## src/logic/dbp_pkg.sv

```systemverilog
// shared constants for the debug bus slave port and its master end
package dbp_pkg;
    localparam int          DATA_W      = 32;
    localparam int          ADDR_MSB    = 31;
    localparam int          ADDR_LSB    = 2;
    localparam int          REG_IDX_W   = 4;
    localparam int          REG_NUM     = 16;
    localparam logic [31:0] RDATA_CLAMP = 32'h0000_0000;
    localparam logic        READY_CLAMP = 1'b1;
    localparam logic        ERR_CLAMP   = 1'b1;
    localparam logic [31:0] REG_RESET   = 32'h0000_0000;
    localparam int          WAIT_CYCLES = 1;
    localparam int          WAIT_CNT_W  = 2;
    localparam logic [1:0]  WAIT_LOAD   = 2'h1;
    localparam logic [1:0]  WAIT_ZERO   = 2'h0;
    localparam int          ADDR_SRC_BIT = 31;

    typedef enum logic [1:0] {
        DBP_IDLE   = 2'b00,
        DBP_SETUP  = 2'b01,
        DBP_ACCESS = 2'b10
    } dbp_state_t;
endpackage

```

## src/logic/dbp_if.sv

```systemverilog
// debug bus wires between the master end and the slave port
`timescale 1ns/100ps
`default_nettype none
interface dbp_if;
    logic [31:2] dbg_bus_addr;
    logic        dbg_bus_sel;
    logic        dbg_bus_enable;
    logic        dbg_bus_write;
    logic [31:0] dbg_bus_wdata;
    logic        dbg_bus_ready;
    logic [31:0] dbg_bus_rdata;
    logic        dbg_bus_err;

    modport master (
        output dbg_bus_addr,
        output dbg_bus_sel,
        output dbg_bus_enable,
        output dbg_bus_write,
        output dbg_bus_wdata,
        input  dbg_bus_ready,
        input  dbg_bus_rdata,
        input  dbg_bus_err
    );
    modport slave (
        input  dbg_bus_addr,
        input  dbg_bus_sel,
        input  dbg_bus_enable,
        input  dbg_bus_write,
        input  dbg_bus_wdata,
        output dbg_bus_ready,
        output dbg_bus_rdata,
        output dbg_bus_err
    );
endinterface
`default_nettype wire

```

## src/logic/dbp_slave.sv

```systemverilog
// debug bus slave port with a small word register file
//
// Behaviour
// - all transfers timed on rising clock edge
// - low reset returns port to idle
// - word address carried on bits 31..2
// - master drives one select per slave
// - enable only in access cycles
// - write high, read low, whole transfer
// - master drives write data, slave stores
// - only selected slave drives read data
// - ready held low while waiting
// - error given in access cycle
// - error only when component unavailable
// - powered down: ready 1, err 1, rdata 0
// - data path is 32 bits, full words
// - bit 31 tells internal from external
// - registers also reachable by side port
// - non-pipelined, stalls and error responses
// - address bits 1..0 not needed
`timescale 1ns/100ps
`default_nettype none
module dbp_slave (
    input  wire logic        mclk_i,
    input  wire logic        arst_n_i,
    dbp_if.slave             bus,
    input  wire logic        pwr_down_i,
    input  wire logic        comp_disable_i,
    input  wire logic        side_we_i,
    input  wire logic [3:0]  side_idx_i,
    input  wire logic [31:0] side_wdata_i,
    output logic      [31:0] side_rdata_o,
    output logic             ext_access_o,
    output logic             lock_hit_o,
    input  wire logic        lock_en_i
);
    // ************************************************
    // synchronised status levels
    // ************************************************
    logic [1:0] pd_sync;
    logic [1:0] dis_sync;
    logic [1:0] lock_sync;
    logic       unavail;

    always_ff @(posedge mclk_i or negedge arst_n_i)
    begin
        if (!arst_n_i)
        begin
            pd_sync   <= 2'h0;
            dis_sync  <= 2'h0;
            lock_sync <= 2'h0;
        end
        else
        begin
            pd_sync   <= {pd_sync[0], pwr_down_i};
            dis_sync  <= {dis_sync[0], comp_disable_i};
            lock_sync <= {lock_sync[0], lock_en_i};
        end
    end

    assign unavail = pd_sync[1] | dis_sync[1];

    // ************************************************
    // transfer decode
    // ************************************************
    function automatic logic [3:0] word_idx(input logic [31:2] a);
        word_idx = a[dbp_pkg::ADDR_LSB +: dbp_pkg::REG_IDX_W];
    endfunction

    logic                           setup_cyc;
    logic                           access_cyc;
    logic                           external;
    logic                           locked;
    logic [dbp_pkg::WAIT_CNT_W-1:0] wait_cnt;
    logic [dbp_pkg::WAIT_CNT_W-1:0] wait_left;
    logic                           last_wait;
    logic                           ans_ready;
    logic                           ans_err;
    logic [31:0]                    ans_rdata;
    logic                           next_ready;
    logic                           next_err;
    logic [31:0]                    next_rdata;
    logic                           done;

    assign setup_cyc  = bus.dbg_bus_sel & ~bus.dbg_bus_enable;
    assign access_cyc = bus.dbg_bus_sel & bus.dbg_bus_enable;
    assign external   = ~bus.dbg_bus_addr[dbp_pkg::ADDR_SRC_BIT];
    // external writes blocked while lock active; reads still allowed
    assign locked     = external & lock_sync[1] & bus.dbg_bus_write;
    assign wait_left  = wait_cnt - 2'h1;
    assign last_wait  = (wait_left == dbp_pkg::WAIT_ZERO);
    assign done       = access_cyc & ans_ready;

    // ************************************************
    // wait-state counter
    // ************************************************
    // counts the stall cycles of an access
    always_ff @(posedge mclk_i or negedge arst_n_i)
    begin
        if (!arst_n_i)
            wait_cnt <= dbp_pkg::WAIT_LOAD;
        else if (!access_cyc || ans_ready)
            wait_cnt <= dbp_pkg::WAIT_LOAD;
        else
            wait_cnt <= wait_left;
    end

    // ************************************************
    // register file
    // ************************************************
    logic [31:0] regs [dbp_pkg::REG_NUM];

    // side port loses to bus on same word
    always_ff @(posedge mclk_i or negedge arst_n_i)
    begin
        if (!arst_n_i)
        begin
            for (int i = 0; i < dbp_pkg::REG_NUM; i++)
                regs[i] <= dbp_pkg::REG_RESET;
        end
        else
        begin
            if (side_we_i)
                regs[side_idx_i] <= side_wdata_i;
            if (done && !ans_err && bus.dbg_bus_write && !locked)
                regs[word_idx(bus.dbg_bus_addr)] <= bus.dbg_bus_wdata;
        end
    end

    always_ff @(posedge mclk_i or negedge arst_n_i)
    begin
        if (!arst_n_i)
            side_rdata_o <= dbp_pkg::REG_RESET;
        else
            side_rdata_o <= regs[side_idx_i];
    end

    always_ff @(posedge mclk_i or negedge arst_n_i)
    begin
        if (!arst_n_i)
        begin
            ext_access_o <= 1'b0;
            lock_hit_o   <= 1'b0;
        end
        else
        begin
            ext_access_o <= done & external;
            lock_hit_o   <= done & locked;
        end
    end

    // ************************************************
    // bus outputs
    // ************************************************
    // answer worked out one cycle ahead so that it leaves from flops;
    // costs nothing, as every access without an error response has its stall cycle anyway
    always_comb
    begin
        next_ready = dbp_pkg::READY_CLAMP;
        next_err   = 1'b0;
        next_rdata = dbp_pkg::RDATA_CLAMP;
        if (unavail && (setup_cyc || (access_cyc && !ans_ready)))
        begin
            next_err = dbp_pkg::ERR_CLAMP;
        end
        else if (setup_cyc || (access_cyc && !ans_ready && !last_wait))
        begin
            next_ready = 1'b0;
        end
        else if (access_cyc && !ans_ready && !bus.dbg_bus_write)
        begin
            // read data only in completing cycle
            next_rdata = regs[word_idx(bus.dbg_bus_addr)];
        end
    end

    always_ff @(posedge mclk_i or negedge arst_n_i)
    begin
        if (!arst_n_i)
        begin
            ans_ready <= dbp_pkg::READY_CLAMP;
            ans_err   <= 1'b0;
            ans_rdata <= dbp_pkg::RDATA_CLAMP;
        end
        else
        begin
            ans_ready <= next_ready;
            ans_err   <= next_err;
            ans_rdata <= next_rdata;
        end
    end

    assign bus.dbg_bus_ready = ans_ready;
    assign bus.dbg_bus_err   = ans_err;
    assign bus.dbg_bus_rdata = ans_rdata;
endmodule
`default_nettype wire

```

## src/flat_wrapper.sv

```systemverilog
// flat-port wrapper written by rule: the top's interface ports become plain ports
module dbp_slave_flat 
  (mclk_i, arst_n_i, pwr_down_i, comp_disable_i, side_we_i, side_idx_i, side_wdata_i, side_rdata_o, ext_access_o, lock_hit_o, lock_en_i, bus_dbg_bus_addr, bus_dbg_bus_sel, bus_dbg_bus_enable, bus_dbg_bus_write, bus_dbg_bus_wdata, bus_dbg_bus_ready, bus_dbg_bus_rdata, bus_dbg_bus_err);
  dbp_if bus_i ();
  input  wire logic mclk_i;
  input  wire logic arst_n_i;
  input  wire logic pwr_down_i;
  input  wire logic comp_disable_i;
  input  wire logic side_we_i;
  input  wire logic [3:0] side_idx_i;
  input  wire logic [31:0] side_wdata_i;
  output logic      [31:0] side_rdata_o;
  output logic ext_access_o;
  output logic lock_hit_o;
  input  wire logic lock_en_i;
  input wire logic [$bits(bus_i.dbg_bus_addr)-1:0] bus_dbg_bus_addr;
  input wire logic [$bits(bus_i.dbg_bus_sel)-1:0] bus_dbg_bus_sel;
  input wire logic [$bits(bus_i.dbg_bus_enable)-1:0] bus_dbg_bus_enable;
  input wire logic [$bits(bus_i.dbg_bus_write)-1:0] bus_dbg_bus_write;
  input wire logic [$bits(bus_i.dbg_bus_wdata)-1:0] bus_dbg_bus_wdata;
  output wire logic [$bits(bus_i.dbg_bus_ready)-1:0] bus_dbg_bus_ready;
  output wire logic [$bits(bus_i.dbg_bus_rdata)-1:0] bus_dbg_bus_rdata;
  output wire logic [$bits(bus_i.dbg_bus_err)-1:0] bus_dbg_bus_err;
  assign bus_i.dbg_bus_addr = bus_dbg_bus_addr;
  assign bus_i.dbg_bus_sel = bus_dbg_bus_sel;
  assign bus_i.dbg_bus_enable = bus_dbg_bus_enable;
  assign bus_i.dbg_bus_write = bus_dbg_bus_write;
  assign bus_i.dbg_bus_wdata = bus_dbg_bus_wdata;
  assign bus_dbg_bus_ready = bus_i.dbg_bus_ready;
  assign bus_dbg_bus_rdata = bus_i.dbg_bus_rdata;
  assign bus_dbg_bus_err = bus_i.dbg_bus_err;
  dbp_slave u_core (.mclk_i(mclk_i), .arst_n_i(arst_n_i), .bus(bus_i), .pwr_down_i(pwr_down_i), .comp_disable_i(comp_disable_i), .side_we_i(side_we_i), .side_idx_i(side_idx_i), .side_wdata_i(side_wdata_i), .side_rdata_o(side_rdata_o), .ext_access_o(ext_access_o), .lock_hit_o(lock_hit_o), .lock_en_i(lock_en_i));
endmodule
```

## config.mk

```make
export PLATFORM = sky130hd
export DESIGN_NAME = dbp_slave_flat
export DESIGN_NICKNAME = d
export VERILOG_FILES = /design/src/logic/dbp_pkg.sv /design/src/logic/dbp_if.sv /design/src/logic/dbp_slave.sv /design/src/flat_wrapper.sv
export SDC_FILE = /design/constraint.sdc
export NUM_CORES = 1
export LEC_CHECK = 0
export BUFFER_PORTS_ARGS = -buffer_cell sky130_fd_sc_hd__buf_2
export CORE_ASPECT_RATIO = 0.8
export CORE_MARGIN = 10
export CORE_UTILIZATION = 30
export DETAILED_ROUTE_END_ITERATION = 8
export PLACE_DENSITY = 0.41
export SLEW_MARGIN = 5
export SYNTH_ARGS = -nofsm -noshare
export SYNTH_HDL_FRONTEND = slang
export SYNTH_SLANG_ARGS = --single-unit
```

## constraint.sdc

```tcl
create_clock -name mclk_i -period 5.6 [get_ports mclk_i]
set_input_delay 0.84 -clock mclk_i [delete_from_list [all_inputs] [get_ports mclk_i]]
set_output_delay 0.84 -clock mclk_i [all_outputs]
set_load 0.01 [all_outputs]
```

==> flow_metrics.tcl <==
set metrics [dict create \
    status "finished clean" \
    cp-start-kind "register" \
    irDropWorstVdd_v 0.000198 \
    drt_wl_total_um 147000 \
    rrSetupSlack_ns 1.85 \
    viasPerCell 5.80 \
    setup_tns_ns 0 \
    final_layout_size_suffix_gt1_share_pct 20.7 \
    h-tree-depth 3 \
    start_util_pct 30.3 \
    syn_to_final_growth_pct 12.8 \
    rr_startpoint "u_core.bus.dbg_bus_ready$_DFF_PN1_" \
    insertion_delay_ns 0.66 \
    grt_pass1_wl_um 207000 \
    drtAntennaViolNets 0 \
    final_common_cell "dfrtp_1" \
    drtPass1Iterations 5 \
    reg2reg_depth 6 \
    synth_area_um2 33700 \
    netlist_instances 3029 \
    rows 109 \
    drt_iter0_drc 3035 \
    max-cap-violations 0 \
    finalInstanceArea_um2 38000 \
    io_buffers 149 \
    power_density_nw_per_um2 367 \
    grt_pass1_vias 26474 \
    coreArea_um2 111000 \
    die_area_um2 126000 \
    cts_buffers 69 \
    synth_area_per_cell_um2 11.1 \
    min_period_over_period_pct 67.1 \
    cts-resized-gates 0 \
    rsz0062_at_grt "false" \
    setup_viol 0 \
    placed_area_um2 35700 \
    synth.yosys.seq_area_share_pct 43.7 \
    die_h_um 320 \
    grt_use_total_pct 22.6 \
    clockBufferDepth 3 \
    ys_seq_elements 588 \
    antenna_found_initial 21 \
    ys_warn_count 0 \
    end_kind "register" \
    cts_tree "yes" \
    worstPathRequired_ns 6.17 \
    skew_ns 0.0202 \
    finalMaxSlewViolations 0 \
    clk_pin_slew_worst_paths_ns 0.06 \
    vias 26317 \
    critPathKind "register to register" \
    gr-total-overflow 0 \
    dpl.cell_count 4410 \
    cellLeakagePower_nw 16.3 \
    timing.rr.end "u_core.regs[276]$_DFF_PN0_" \
    layout_common_cells "586 x dfrtp_1, 544 x mux2i_1, 486 x nor2_1, 480 x a21oi_1, 256 x mux4_2" \
    worst_pin_slew_ns 1.33 \
    slew_headroom_pct 10.8 \
    post_cts_buffers 0 \
    fin_cells 4535 \
    io_pins 175 \
    fillers 11072 \
    place_congestion 0.793 \
    fin_nets 3091 \
    clock-root-buffer "clkbuf_16" \
    drc 0 \
    die_w_um 395 \
    max_freq_mhz 266 \
    hold_buffers 0 \
    wl_per_cell_um 32.4 \
    final.min_clock_period_ns 3.75 \
    hp-class "primary input to asynchronous set/reset pin" \
    dp_hpwl_um 84300 \
    clock-sinks 588 \
    synth_cell_types 36 \
    cp.arrival_ns 4.33 \
    cp_max_fo 19 \
    timing.final.hold_violations 0 \
    grt_start_max_net_pins 120 \
    synth.net_count 3137 \
]
==> flip-flops by register name, summed over array words and instances, names as in the netlist, 2 cells and up <==
signal,flops
u_core.bus.dbg_bus_rdata,32
u_core.dis_sync,2
u_core.lock_sync,2
u_core.pd_sync,2
u_core.regs,512
u_core.side_rdata_o,32
u_core.wait_cnt,2
==> layout make-up <==
cell class / count / area, µm² / area share (%)
Antenna cell: 3 / 7.51 / 0.0197
Clock buffer: 103 / 2050 / 5.39
Clock inverter: 19 / 220 / 0.579
Inverter: 2 / 7.51 / 0.0197
Multi-Input combinational cell: 2089 / 17600 / 46.2
Sequential cell: 588 / 14700 / 38.7
Tap cell: 1498 / 1870 / 4.93
Timing Repair Buffer: 233 / 1590 / 4.17
==> metrics by stage <==
stage / utilization, % / total power [mW] / hold WS, ns / setup WS [ns]
floorplan: - / 8.26 / 0.331 / 3.23
global placement: 32.2 / 9.16 / 0.336 / 1.74
detailed placement: 32.2 / 9.30 / 0.335 / 1.65
CTS: 34.2 / 14.0 / 0.157 / 1.92
global route: 34.2 / 14.6 / 0.174 / 1.76
finish: 34.2 / 14.0 / 0.149 / 1.85
==> synth_stat cells <==
| cell | number | area share (%) |
|---|---|---|
| nand3_1 | 3 | 0.045 |
| nand3b_1 | 4 | 0.089 |
| clkbuf_1 | 161 | 1.8 |
| nor2_1 | 496 | 5.5 |
| and3_1 | 2 | 0.037 |
| mux4_2 | 256 | 17 |
| o21ai_0 | 35 | 0.52 |
| nor4b_1 | 4 | 0.10 |
| dfrtp_1 | 586 | 44 |
| and4_1 | 3 | 0.078 |
| or3_1 | 3 | 0.056 |
| inv_1 | 2 | 0.022 |
| nand4_1 | 19 | 0.35 |
| mux2i_1 | 544 | 16 |
| buf_4 | 8 | 0.18 |
| nor4_4 | 2 | 0.13 |
| nor2b_1 | 6 | 0.11 |
| nor4bb_1 | 6 | 0.18 |
| or4b_4 | 1 | 0.041 |
| or4_4 | 1 | 0.033 |
| and4b_1 | 4 | 0.12 |
| o21ai_1 | 30 | 0.45 |
| nor3_1 | 1 | 0.015 |
| ha_1 | 1 | 0.037 |
| nand2_1 | 72 | 0.80 |
| and2_1 | 3 | 0.056 |
| buf_2 | 124 | 1.8 |
| dfstp_2 | 2 | 0.16 |
| nand3_2 | 10 | 0.30 |
| nor3b_1 | 2 | 0.045 |
| buf_1 | 53 | 0.59 |
| nor4_1 | 1 | 0.019 |
| a22oi_1 | 96 | 2.1 |
| a21oi_1 | 480 | 7.1 |
| buf_6 | 4 | 0.13 |
| nand2b_1 | 4 | 0.074 |
==> power breakdown <==
group	leakage (nW)	internal, mW	switching (mW)
Combinational	7.96	1.72	1.41
Sequential	7.19	5.31	0.824
Clock	1.12	2.72	1.98
==> worst max-delay path by stage <==
stage	start	endpoint
final	u_core.bus.dbg_bus_ready$_DFF_PN1_	u_core.regs[276]$_DFF_PN0_
after detailed placement	bus_dbg_bus_enable	u_core.regs[276]$_DFF_PN0_
after CTS	u_core.bus.dbg_bus_ready$_DFF_PN1_	u_core.regs[276]$_DFF_PN0_
after global routing	u_core.bus.dbg_bus_ready$_DFF_PN1_	u_core.regs[274]$_DFF_PN0_
after floorplan	bus_dbg_bus_addr[0]	u_core.bus.dbg_bus_rdata[0]$_DFF_PN0_
after global placement	bus_dbg_bus_enable	u_core.regs[276]$_DFF_PN0_
==> worst max-delay path, cell delays in order (launching register included) <==
cell	delay, ns
dfstp_2	0.66
and4_1	0.23
buf_4	0.23
and3_1	0.67
nand3_2	1.05
buf_4	0.61
a21oi_1	0.18
==> kinds of logic after synthesis <==
group | synth area share (%)
muxes | 33.3
and+or+nand+nor | 8.20
AOI/OAI and AO/OA | 10.2
DFF | 43.7
buffers and inverters | 4.56
adders and majority gates | 0.0371
==> layer usage <==
metal  up-vias  share of wire, %  track usage [%]
met1     13742                44             31.7
met2      1281                45             34.8
li1      10978                 -                -
met4        10               3.5             7.76
met3       306               7.4             4.55
met5         -             0.048                0
(Power assumes the default switching activity.)
